<file path="config.mk">
export PLATFORM = sky130hd
export DESIGN_NAME = ifd_access_words
export DESIGN_NICKNAME = d
export VERILOG_FILES = /design/src/design/ifd_pkg.sv /design/src/design/ifd_sync.sv /design/src/design/ifd_shift.sv /design/src/design/ifd_access_words.sv
export SDC_FILE = /design/constraint.sdc
export NUM_CORES = 1
export LEC_CHECK = 0
export ABC_AREA = 1
export BUFFER_PORTS_ARGS = -buffer_cell sky130_fd_sc_hd__buf_2
export CAP_MARGIN = 20
export CORE_ASPECT_RATIO = 0.7
export CORE_MARGIN = 10
export CORE_UTILIZATION = 55
export CTS_BUF_LIST = sky130_fd_sc_hd__clkbuf_2 sky130_fd_sc_hd__clkbuf_4 sky130_fd_sc_hd__clkbuf_8
export CTS_CLUSTER_SIZE = 8
export DETAILED_ROUTE_END_ITERATION = 8
export HOLD_SLACK_MARGIN = 0.02
export MAX_ROUTING_LAYER = met4
export PLACE_DENSITY = 0.77
export RECOVER_POWER = 50
export SYNTH_ARGS = -nofsm -noshare
export SYNTH_HDL_FRONTEND = slang
export SYNTH_SLANG_ARGS = --single-unit
</file>
<file path="constraint.sdc">
create_clock -name mclk -period 14.2 [get_ports mclk]
set_clock_uncertainty 0.15 [all_clocks]
set_input_delay 0 -clock mclk [delete_from_list [all_inputs] [get_ports mclk]]
set_output_delay 0 -clock mclk [all_outputs]
set_load 0.05 [all_outputs]
</file>
<file path="src/design/ifd_pkg.sv">
// Package with constants, field layouts and types of the auxiliary divider word decoder.
package ifd_pkg;

  // ==========================================================================
  // Serial word framing
  // ==========================================================================
  localparam int WORD_W = 24;
  localparam int CTL_W = 4;
  localparam int CNT_W = 5;
  localparam logic [CNT_W-1:0] CNT_ZERO = 5'h00;
  localparam logic [CNT_W-1:0] CNT_ONE = 5'h01;
  localparam logic [CNT_W-1:0] CNT_FULL = 5'h18;

  // Control codes in the low nibble that route a word to its register.
  localparam logic [CTL_W-1:0] CTL_WORD0 = 4'h0;
  localparam logic [CTL_W-1:0] CTL_WORD2 = 4'h5;
  localparam logic [CTL_W-1:0] CTL_WORD3 = 4'h6;
  localparam logic [CTL_W-1:0] CTL_WORD4 = 4'h9;
  localparam logic [CTL_W-1:0] CTL_WORD5 = 4'hB;
  localparam logic [CTL_W-1:0] CTL_WORD6 = 4'hD;
  localparam logic [CTL_W-1:0] CTL_WORD7 = 4'hF;

  // ==========================================================================
  // Field positions
  // ==========================================================================
  localparam int AUX_PD_BIT = 23;
  localparam int AUX_N_MSB = 22;
  localparam int AUX_N_LSB = 4;
  localparam int AUX_N_W = 19;
  localparam int SWALLOW_W = 4;
  localparam int COARSE_W = 15;
  localparam int ACC_MSB = 23;
  localparam int ACC_LSB = 20;
  localparam int GAIN_MSB = 19;
  localparam int GAIN_LSB = 16;
  localparam int AUX_R_MSB = 15;
  localparam int AUX_R_LSB = 4;
  localparam int AUX_R_W = 12;
  localparam int AUTO_PU_BIT = 23;

  // Access field bits: bit 0 must be one, bits 1 to 3 enable words 5 to 7.
  localparam int ACC_W5 = 1;
  localparam int ACC_W6 = 2;
  localparam int ACC_W7 = 3;

  // ==========================================================================
  // Reset and default contents
  // ==========================================================================
  localparam logic [WORD_W-1:0] DIV_WORD_RST = 24'h000005;
  localparam logic [WORD_W-1:0] ACC_WORD_RST = 24'h000006;
  localparam logic [WORD_W-1:0] WORD5_DEF = 24'h00000B;
  localparam logic [WORD_W-1:0] WORD6_DEF = 24'h00000D;
  localparam logic [WORD_W-1:0] WORD7_DEF = 24'h00240F;

  typedef struct packed {
    logic [COARSE_W-1:0] coarse;
    logic [SWALLOW_W-1:0] swallow;
  } ifd_divider_t;

  typedef struct packed {
    logic loop_on;
    ifd_divider_t divider;
    logic [AUX_R_W-1:0] ref_div;
    logic [3:0] pump_gain;
  } ifd_aux_cfg_t;

endpackage

</file>
<file path="src/design/ifd_sync.sv">
// Three-stage synchroniser for pin inputs with an agreement filter.
`timescale 1ns/10ps
module ifd_sync
  import ifd_pkg::*;
(
  input wire logic mclk,
  input wire logic rst,
  input wire logic pin,
  output logic level
);

  logic s1_ff;
  logic s2_ff;
  logic s3_ff;
  logic level_ff;
  logic nxt_level;

  // A change counts only once the second and third stages agree.
  assign nxt_level = (s2_ff == s3_ff) ? s2_ff : level_ff;
  assign level = level_ff;

  always_ff @(posedge mclk or posedge rst) begin
    if (rst) begin
      s1_ff <= 1'b0;
      s2_ff <= 1'b0;
      s3_ff <= 1'b0;
      level_ff <= 1'b0;
    end else begin
      s1_ff <= pin;
      s2_ff <= s1_ff;
      s3_ff <= s2_ff;
      level_ff <= nxt_level;
    end
  end

endmodule

</file>
<file path="src/design/ifd_shift.sv">
// Serial shift register that frames 24-bit control words, MSB first.
`timescale 1ns/10ps
module ifd_shift
  import ifd_pkg::*;
(
  input wire logic mclk,
  input wire logic rst,
  input wire logic clk_rise,
  input wire logic data_in,
  input wire logic le_rise,
  output logic [WORD_W-1:0] word,
  output logic word_valid
);

  logic [WORD_W-1:0] sr_ff;
  logic [CNT_W-1:0] cnt_ff;
  logic valid_ff;
  logic [WORD_W-1:0] nxt_sr;
  logic [CNT_W-1:0] nxt_cnt;
  logic cnt_full;

  assign cnt_full = (cnt_ff >= CNT_FULL);
  assign nxt_sr = clk_rise ? {sr_ff[WORD_W-2:0], data_in} : sr_ff;
  // The count saturates so an over-long frame keeps only its last 24 bits.
  assign nxt_cnt = le_rise ? CNT_ZERO :
                   (clk_rise && !cnt_full) ? cnt_ff + CNT_ONE : cnt_ff;
  assign word = sr_ff;
  assign word_valid = valid_ff;

  always_ff @(posedge mclk or posedge rst) begin
    if (rst) begin
      sr_ff <= '0;
      cnt_ff <= CNT_ZERO;
      valid_ff <= 1'b0;
    end else begin
      sr_ff <= nxt_sr;
      cnt_ff <= nxt_cnt;
      // Short frames are dropped rather than applied half-filled.
      valid_ff <= le_rise && cnt_full;
    end
  end

endmodule

</file>
<file path="src/design/ifd_access_words.sv">
// Decoder of the auxiliary divider word and the reference/access word.
// Summary of operation
// (RULE1) Power-down bit 23 set powers aux loop down, pump output tristated.
// (RULE2) With auto-powerup set, writing word zero clears the power-down bit.
// (RULE3) Chip-enable pin low keeps aux loop powered down regardless.
// (RULE4) Divider word, code 0101, carries aux feedback divide in bits 22..4.
// (RULE5) Host avoids divide values 23 or below with the 8/9 prescaler.
// (RULE6) With 8/9, only listed values in 24..55 are legal; 56 up all legal.
// (RULE7) 8/9 divider: coarse count in upper fifteen bits, swallow in low four.
// (RULE8) Host avoids divide values 47 or below with the 16/17 prescaler.
// (RULE9) With 16/17, only listed values in 48..239 are legal.
// (RULE10) 16/17: 240..524287 legal; swallow low four bits, coarse upper fifteen.
// (RULE11) Access word, code 0110, carries 12-bit reference divide in bits 15..4.
// (RULE12) Main pump gain comes from access word bits 19..16.
// (RULE13) Host programs words zero to four after power-up.
// (RULE14) Access bits 23..20 mark optional words five to seven programmable.
// (RULE15) Optional words in default mode are forced to default contents.
// (RULE16) Words shift in MSB first and apply on latch strobe rising.
`timescale 1ns/10ps
module ifd_access_words
  import ifd_pkg::*;
(
  input wire logic mclk,
  input wire logic rst,
  input wire logic ser_clk,
  input wire logic ser_data,
  input wire logic ser_latch,
  input wire logic chip_en,
  output logic aux_loop_on,
  output logic aux_pump_oe,
  output logic [COARSE_W-1:0] aux_coarse,
  output logic [SWALLOW_W-1:0] aux_swallow,
  output logic [AUX_R_W-1:0] aux_ref_div,
  output logic [3:0] main_pump_gain,
  output logic [WORD_W-1:0] word5_eff,
  output logic [WORD_W-1:0] word6_eff,
  output logic [WORD_W-1:0] word7_eff
);

  // ==========================================================================
  // Pin synchronisation and edge detection
  // ==========================================================================
  logic clk_lvl;
  logic data_lvl;
  logic latch_lvl;
  logic ce_lvl;
  logic clk_prev_ff;
  logic latch_prev_ff;
  logic clk_rise;
  logic latch_rise;

  ifd_sync u_sync_clk (.mclk(mclk), .rst(rst), .pin(ser_clk), .level(clk_lvl));
  ifd_sync u_sync_data (.mclk(mclk), .rst(rst), .pin(ser_data), .level(data_lvl));
  ifd_sync u_sync_latch (.mclk(mclk), .rst(rst), .pin(ser_latch), .level(latch_lvl));
  ifd_sync u_sync_ce (.mclk(mclk), .rst(rst), .pin(chip_en), .level(ce_lvl));

  assign clk_rise = clk_lvl && !clk_prev_ff;
  // (RULE16) Latch strobe edge.
  assign latch_rise = latch_lvl && !latch_prev_ff;

  // ==========================================================================
  // Word framing
  // ==========================================================================
  logic [WORD_W-1:0] word;
  logic word_valid;

  // (RULE16) Serial MSB-first shift.
  ifd_shift u_shift (
    .mclk(mclk),
    .rst(rst),
    .clk_rise(clk_rise),
    .data_in(data_lvl),
    .le_rise(latch_rise),
    .word(word),
    .word_valid(word_valid)
  );

  // ==========================================================================
  // Word routing by control code
  // ==========================================================================
  logic wr_w0;
  logic wr_w2;
  logic wr_w3;
  logic wr_w4;
  logic wr_w5;
  logic wr_w6;
  logic wr_w7;

  function automatic logic is_code(input logic [WORD_W-1:0] w, input logic [CTL_W-1:0] c);
    is_code = (w[CTL_W-1:0] == c);
  endfunction

  // (RULE16) Low nibble routing.
  assign wr_w0 = word_valid && is_code(word, CTL_WORD0);
  // (RULE4) Divider word code.
  assign wr_w2 = word_valid && is_code(word, CTL_WORD2);
  // (RULE11) Access word code.
  assign wr_w3 = word_valid && is_code(word, CTL_WORD3);
  assign wr_w4 = word_valid && is_code(word, CTL_WORD4);
  assign wr_w5 = word_valid && is_code(word, CTL_WORD5);
  assign wr_w6 = word_valid && is_code(word, CTL_WORD6);
  assign wr_w7 = word_valid && is_code(word, CTL_WORD7);

  // ==========================================================================
  // Stored words
  // ==========================================================================
  logic [WORD_W-1:0] div_word_ff;
  logic [WORD_W-1:0] acc_word_ff;
  logic [WORD_W-1:0] w5_ff;
  logic [WORD_W-1:0] w6_ff;
  logic [WORD_W-1:0] w7_ff;
  logic auto_pu_ff;
  logic [WORD_W-1:0] nxt_div_word;
  logic clr_pd;

  // Auto-powerup lives in word four; only that bit is kept here.
  // (RULE2) Word zero clears the power-down bit when auto-powerup is set.
  assign clr_pd = wr_w0 && auto_pu_ff;

  always_comb begin
    nxt_div_word = div_word_ff;
    if (wr_w2) begin
      nxt_div_word = word;
    end
    if (clr_pd) begin
      nxt_div_word[AUX_PD_BIT] = 1'b0;
    end
  end

  // Edge detectors reset low, the idle level of both pins, so reset makes no false edge.
  always_ff @(posedge mclk or posedge rst) begin
    if (rst) begin
      clk_prev_ff <= 1'b0;
      latch_prev_ff <= 1'b0;
    end else begin
      clk_prev_ff <= clk_lvl;
      latch_prev_ff <= latch_lvl;
    end
  end

  // (RULE4) Divider word store.
  always_ff @(posedge mclk or posedge rst) begin
    if (rst) begin
      div_word_ff <= DIV_WORD_RST;
    end else begin
      div_word_ff <= nxt_div_word;
    end
  end

  // (RULE11) Access word store.
  always_ff @(posedge mclk or posedge rst) begin
    if (rst) begin
      acc_word_ff <= ACC_WORD_RST;
    end else if (wr_w3) begin
      acc_word_ff <= word;
    end
  end

  // (RULE2) Auto-powerup setting.
  always_ff @(posedge mclk or posedge rst) begin
    if (rst) begin
      auto_pu_ff <= 1'b0;
    end else if (wr_w4) begin
      auto_pu_ff <= word[AUTO_PU_BIT];
    end
  end

  // (RULE14) Optional word stores, kept even while their outputs read default.
  always_ff @(posedge mclk or posedge rst) begin
    if (rst) begin
      w5_ff <= WORD5_DEF;
    end else if (wr_w5) begin
      w5_ff <= word;
    end
  end

  always_ff @(posedge mclk or posedge rst) begin
    if (rst) begin
      w6_ff <= WORD6_DEF;
    end else if (wr_w6) begin
      w6_ff <= word;
    end
  end

  always_ff @(posedge mclk or posedge rst) begin
    if (rst) begin
      w7_ff <= WORD7_DEF;
    end else if (wr_w7) begin
      w7_ff <= word;
    end
  end

  // ==========================================================================
  // Field decode
  // ==========================================================================
  logic [AUX_N_W-1:0] aux_n;
  logic [ACC_MSB-ACC_LSB:0] access;
  ifd_aux_cfg_t cfg;

  // (RULE4) Divide value from bits 22..4.
  assign aux_n = div_word_ff[AUX_N_MSB:AUX_N_LSB];
  assign access = acc_word_ff[ACC_MSB:ACC_LSB];

  // The same packing serves both prescalers, so the prescaler setting need not
  // be known here; legality of the value is left to the host.
  // (RULE7) Coarse upper fifteen, swallow lower four.
  // (RULE10) Same split with the wider prescaler.
  assign cfg.divider = ifd_divider_t'(aux_n);
  // (RULE11) Reference divide bits 15..4.
  assign cfg.ref_div = acc_word_ff[AUX_R_MSB:AUX_R_LSB];
  // (RULE12) Pump gain bits 19..16.
  assign cfg.pump_gain = acc_word_ff[GAIN_MSB:GAIN_LSB];
  // (RULE1) Power-down bit; (RULE3) chip enable low overrides it.
  assign cfg.loop_on = ce_lvl && !div_word_ff[AUX_PD_BIT];

  // ==========================================================================
  // Optional words and registered outputs
  // ==========================================================================
  logic [WORD_W-1:0] nxt_w5;
  logic [WORD_W-1:0] nxt_w6;
  logic [WORD_W-1:0] nxt_w7;

  // A word in default mode reads its default contents, whatever was stored.
  function automatic logic [WORD_W-1:0] opt_word(input logic prog,
      input logic [WORD_W-1:0] stored, input logic [WORD_W-1:0] dflt);
    opt_word = prog ? stored : dflt;
  endfunction

  // (RULE14) Access bits select programmable words.
  // (RULE15) Default-mode words forced to defaults.
  assign nxt_w5 = opt_word(access[ACC_W5], w5_ff, WORD5_DEF);
  assign nxt_w6 = opt_word(access[ACC_W6], w6_ff, WORD6_DEF);
  assign nxt_w7 = opt_word(access[ACC_W7], w7_ff, WORD7_DEF);

  // (RULE1) Loop power state.
  always_ff @(posedge mclk or posedge rst) begin
    if (rst) begin
      aux_loop_on <= 1'b0;
    end else begin
      aux_loop_on <= cfg.loop_on;
    end
  end

  // (RULE1) Pump drives only while the loop is on, so it floats when powered down.
  always_ff @(posedge mclk or posedge rst) begin
    if (rst) begin
      aux_pump_oe <= 1'b0;
    end else begin
      aux_pump_oe <= cfg.loop_on;
    end
  end

  // (RULE7) Coarse count output.
  always_ff @(posedge mclk or posedge rst) begin
    if (rst) begin
      aux_coarse <= '0;
    end else begin
      aux_coarse <= cfg.divider.coarse;
    end
  end

  // (RULE10) Swallow count output.
  always_ff @(posedge mclk or posedge rst) begin
    if (rst) begin
      aux_swallow <= '0;
    end else begin
      aux_swallow <= cfg.divider.swallow;
    end
  end

  // (RULE11) Reference divide output.
  always_ff @(posedge mclk or posedge rst) begin
    if (rst) begin
      aux_ref_div <= '0;
    end else begin
      aux_ref_div <= cfg.ref_div;
    end
  end

  // (RULE12) Main pump gain output.
  always_ff @(posedge mclk or posedge rst) begin
    if (rst) begin
      main_pump_gain <= '0;
    end else begin
      main_pump_gain <= cfg.pump_gain;
    end
  end

  // (RULE15) Effective optional words.
  always_ff @(posedge mclk or posedge rst) begin
    if (rst) begin
      word5_eff <= WORD5_DEF;
    end else begin
      word5_eff <= nxt_w5;
    end
  end

  always_ff @(posedge mclk or posedge rst) begin
    if (rst) begin
      word6_eff <= WORD6_DEF;
    end else begin
      word6_eff <= nxt_w6;
    end
  end

  always_ff @(posedge mclk or posedge rst) begin
    if (rst) begin
      word7_eff <= WORD7_DEF;
    end else begin
      word7_eff <= nxt_w7;
    end
  end

endmodule

</file>
==> results.md <==
* Outcome: finished, violations left
* Violated checks: max-capacitance violations, max-slew violations
* Max-cap violations at 2
* First-pass GRT wire length at 28,500 um
* Fin. max-slew vios at 160
* Die Width at 173 um
* Share of cells above drive strength 1 at 12.9%
* #FFs+latches synth at 268
* Final Cell Area at 10,500 sq um
* TritonCTS clock tree: yes
* Commonest cells post-synth: 244 x dfrtp_1, 202 x nand2_1, 102 x inv_1
* Slew @ Worst Pin at 4530 ps
* Final ANT Viol Nets at 0
* WL/cell at 14.9 um
* Yosys top cell by area: dfrtp_1
* Row cnt at 39
* DIE HEIGHT at 127 um
* Num ports at 115
* Pwr/cell area at 145 nW/um^2
* Final net count at 933
* Most common cell in the netlist: dfrtp_1
* Worst reg2reg path depth at 3
* CTS Sinks at 268
* Largest net degree at the start of global routing at 112
* Slack of the worst reg-to-reg path at 11,820 ps
* CTS Buffer Depth at 3
* Synth warn at 0
* Core area at 16,200 sq um
* EDFF count, synth at 0
* Worst r2r src: u_sync_clk.level$_DFFE_PP0N_
* Post-synthesis cell count at 792
* Yosys top cell area share at 67.5%
* Synth Cell Area at 9040 sq um
* Fin crit share at 33.6%
* Seq/Total Area, Yosys at 74.5%
* Number of global-route vias before repair at 5,469
* Worst Hold Path Cells at 0
* Setup-failing EPs final at 0
* Final hold violations at 0
* Total routed wirelength at 17,600 um
* CTS HTree Levels at 2
* N_diodes at 0
* RSZ-0062 raised after global routing: false
* Kind of critical path: in2async
* Post-synth top flop: dfrtp_1
* GRT Resource Usage Total at 16.2%
* Postcts setup bufs at 0
* Final min period at 4770 ps
* P_leak at 5.45 nW
* Hold endpoint: u_sync_clk.s2_ff$_DFF_PP0_
* Pre-antenna DRT Iters at 6
* Avg Inst Size Synth at 11.4 sq um
* Num CTS Buffers at 40
* HP Start: u_sync_clk.s1_ff$_DFF_PP0_
* Max Fclk at 209 MHz
* Worst path arrival time at 5130 ps
* Top post-synthesis cells by area: dfrtp_1 68%, nand2_1 8.4%, dfstp_2 7.0%
* DR vias/cell at 4.73
* Remaining DRCs at 0
* CP max FO at 111
* DP Area at 9730 sq um
* CP startpoint kind: input port
* Fin Setup TNS at 0 ps
* Clock Root Buffer: clkbuf_8
* Gpl congestion at 0.758
* Final global-route overflow total at 0
* DRT iter0 DRCs at 412
* Crit path capture type: async pin
* Initial Utilization at 55.8%
* Slew HR at -203%
* Async SR Flop Fraction at 100%
* Worst r2r dst: u_shift.word[19]$_DFFE_PP0P_
* Worst VDD drop at 82.9 uV
* Worst endpoint required time at 14,560 ps
* Initial antenna violation count at 0
* Worst-path clk slew at 50 ps
* Die area at 22,100 sq um
* HPWL after detailed placement at 10,900 um
* Post-Syn Nets at 799
* Layout Area Growth over Synthesis at 16.5%
* Clk Latency, worst-skew pair at 510 ps
* Yosys cell types at 27
* Total number of vias at 5,573
* Worst Hold Class: reg2reg
* Number of port buffers at 114
[cells by family (layout without fill, tap and decap cells)]
| logic type | Yosys count | after routing | share of synthesized area, % |
|---|---|---|---|
| AOI/OAI and AO/OA | 123 | 123 | 6.81 |
| and+or+nand+nor | 255 | 255 | 11.5 |
| adders and majority gates | 5 | 5 | 0.581 |
| buffers and inverters | 140 | 302 | 6.53 |
| xor gates and xnor gates | 1 | 1 | 0.0968 |
| DFF | 268 | 268 | 74.5 |
[per-stage QoR]
step	power [W]	cells	util [%]	hold slack (ps)	setup slack [ps]
finish	0.00153	1179	65.0	197	9430
floorplan	0.000886	792	-	-119	6710
global route	0.00159	1179	65.0	210	8680
global placement	0.000920	1098	60.1	-41.9	11450
CTS	0.00154	1177	65.6	34.3	11420
detailed placement	0.000924	1098	60.1	-40.6	11420
[repair_timing]
item | CTS | global route
hold buffers | 9 | 0
resized for setup | 0 | 0
endpoints found under the setup margin | 0 | 0
hold endpoints to repair | 114 | 0
[sequential cells by signal, summed over array words and instances (netlist names), 4 cells and up]
signal and cells:
aux_coarse 15, w7_ff 24, acc_word_ff 19, aux_ref_div 12
main_pump_gain 4, word7_eff 24, u_shift.word 24, word5_eff 24
w6_ff 24, word6_eff 24, w5_ff 24, aux_swallow 4
u_shift.cnt_ff 5, div_word_ff 20
[power breakdown]
part | switching (W) | internal (W) | total (W) | leakage (nW)
clock network | 0.000267 | 0.000351 | 0.000617 | 0.436
logic | 0.0000791 | 0.0000198 | 0.0000989 | 1.42
registers | 0.0000214 | 0.000791 | 0.000812 | 3.60
total | 0.000367 | 0.00116 | 0.00153 | 5.45
[routing by layer]
metal / vias to the layer above / GRT usage (%) / share of wire, %
met4: 0 / 4.95 / 1.7
met5: - / - / 0
met3: 32 / 4.80 / 6.8
met2: 177 / 23.3 / 43
met1: 2669 / 21.8 / 48
li1: 2695 / - / -
[critical path: stages]
cell and delay (ps):
dlygate4sd3_1 530, clkbuf_2 110, clkinvlp_2 2510, clkbuf_1 680, buf_16 380, buf_4 760
[layout by cell type, fill, tap and decap left out]
master	instances
o21ai_0	66
nand3_2	1
a21oi_1	22
buf_16	2
inv_1	101
nand4_4	1
nor2_2	1
clkinvlp_2	1
clkbuf_2	1
nand2_1	202
nand4_1	4
o21ai_1	35
buf_2	16
dfstp_2	24
clkbuf_8	44
clkbuf_1	99
xor2_1	1
dfrtp_1	244
maj3_1	4
nand3_4	1
buf_4	2
dlygate4sd3_1	9
and2_1	2
nor2_1	32
nand3_1	9
inv_2	1
nand2_2	1
nor2_4	1
ha_1	1
clkbuf_4	26
[worst max-delay path by stage]
stage,from,to,cells past startpoint
after floorplan,rst,acc_word_ff[10]$_DFFE_PP0P_,1
after global placement,rst,aux_coarse[0]$_DFF_PP0_,4
after detailed placement,rst,aux_swallow[3]$_DFF_PP0_,4
after CTS,rst,aux_ref_div[8]$_DFF_PP0_,5
after global routing,rst,w6_ff[8]$_DFFE_PP0P_,6
final,rst,aux_ref_div[8]$_DFF_PP0_,6
[cell type report]
type	instances	area, sq um
flip-flops and latches	268	6740
fillers	1330	5670
inverters	103	388
repair buffers	129	617
clock buffers	70	801
multi-input cells	384	1710
well taps	225	282
(Power assumes the default switching activity.)
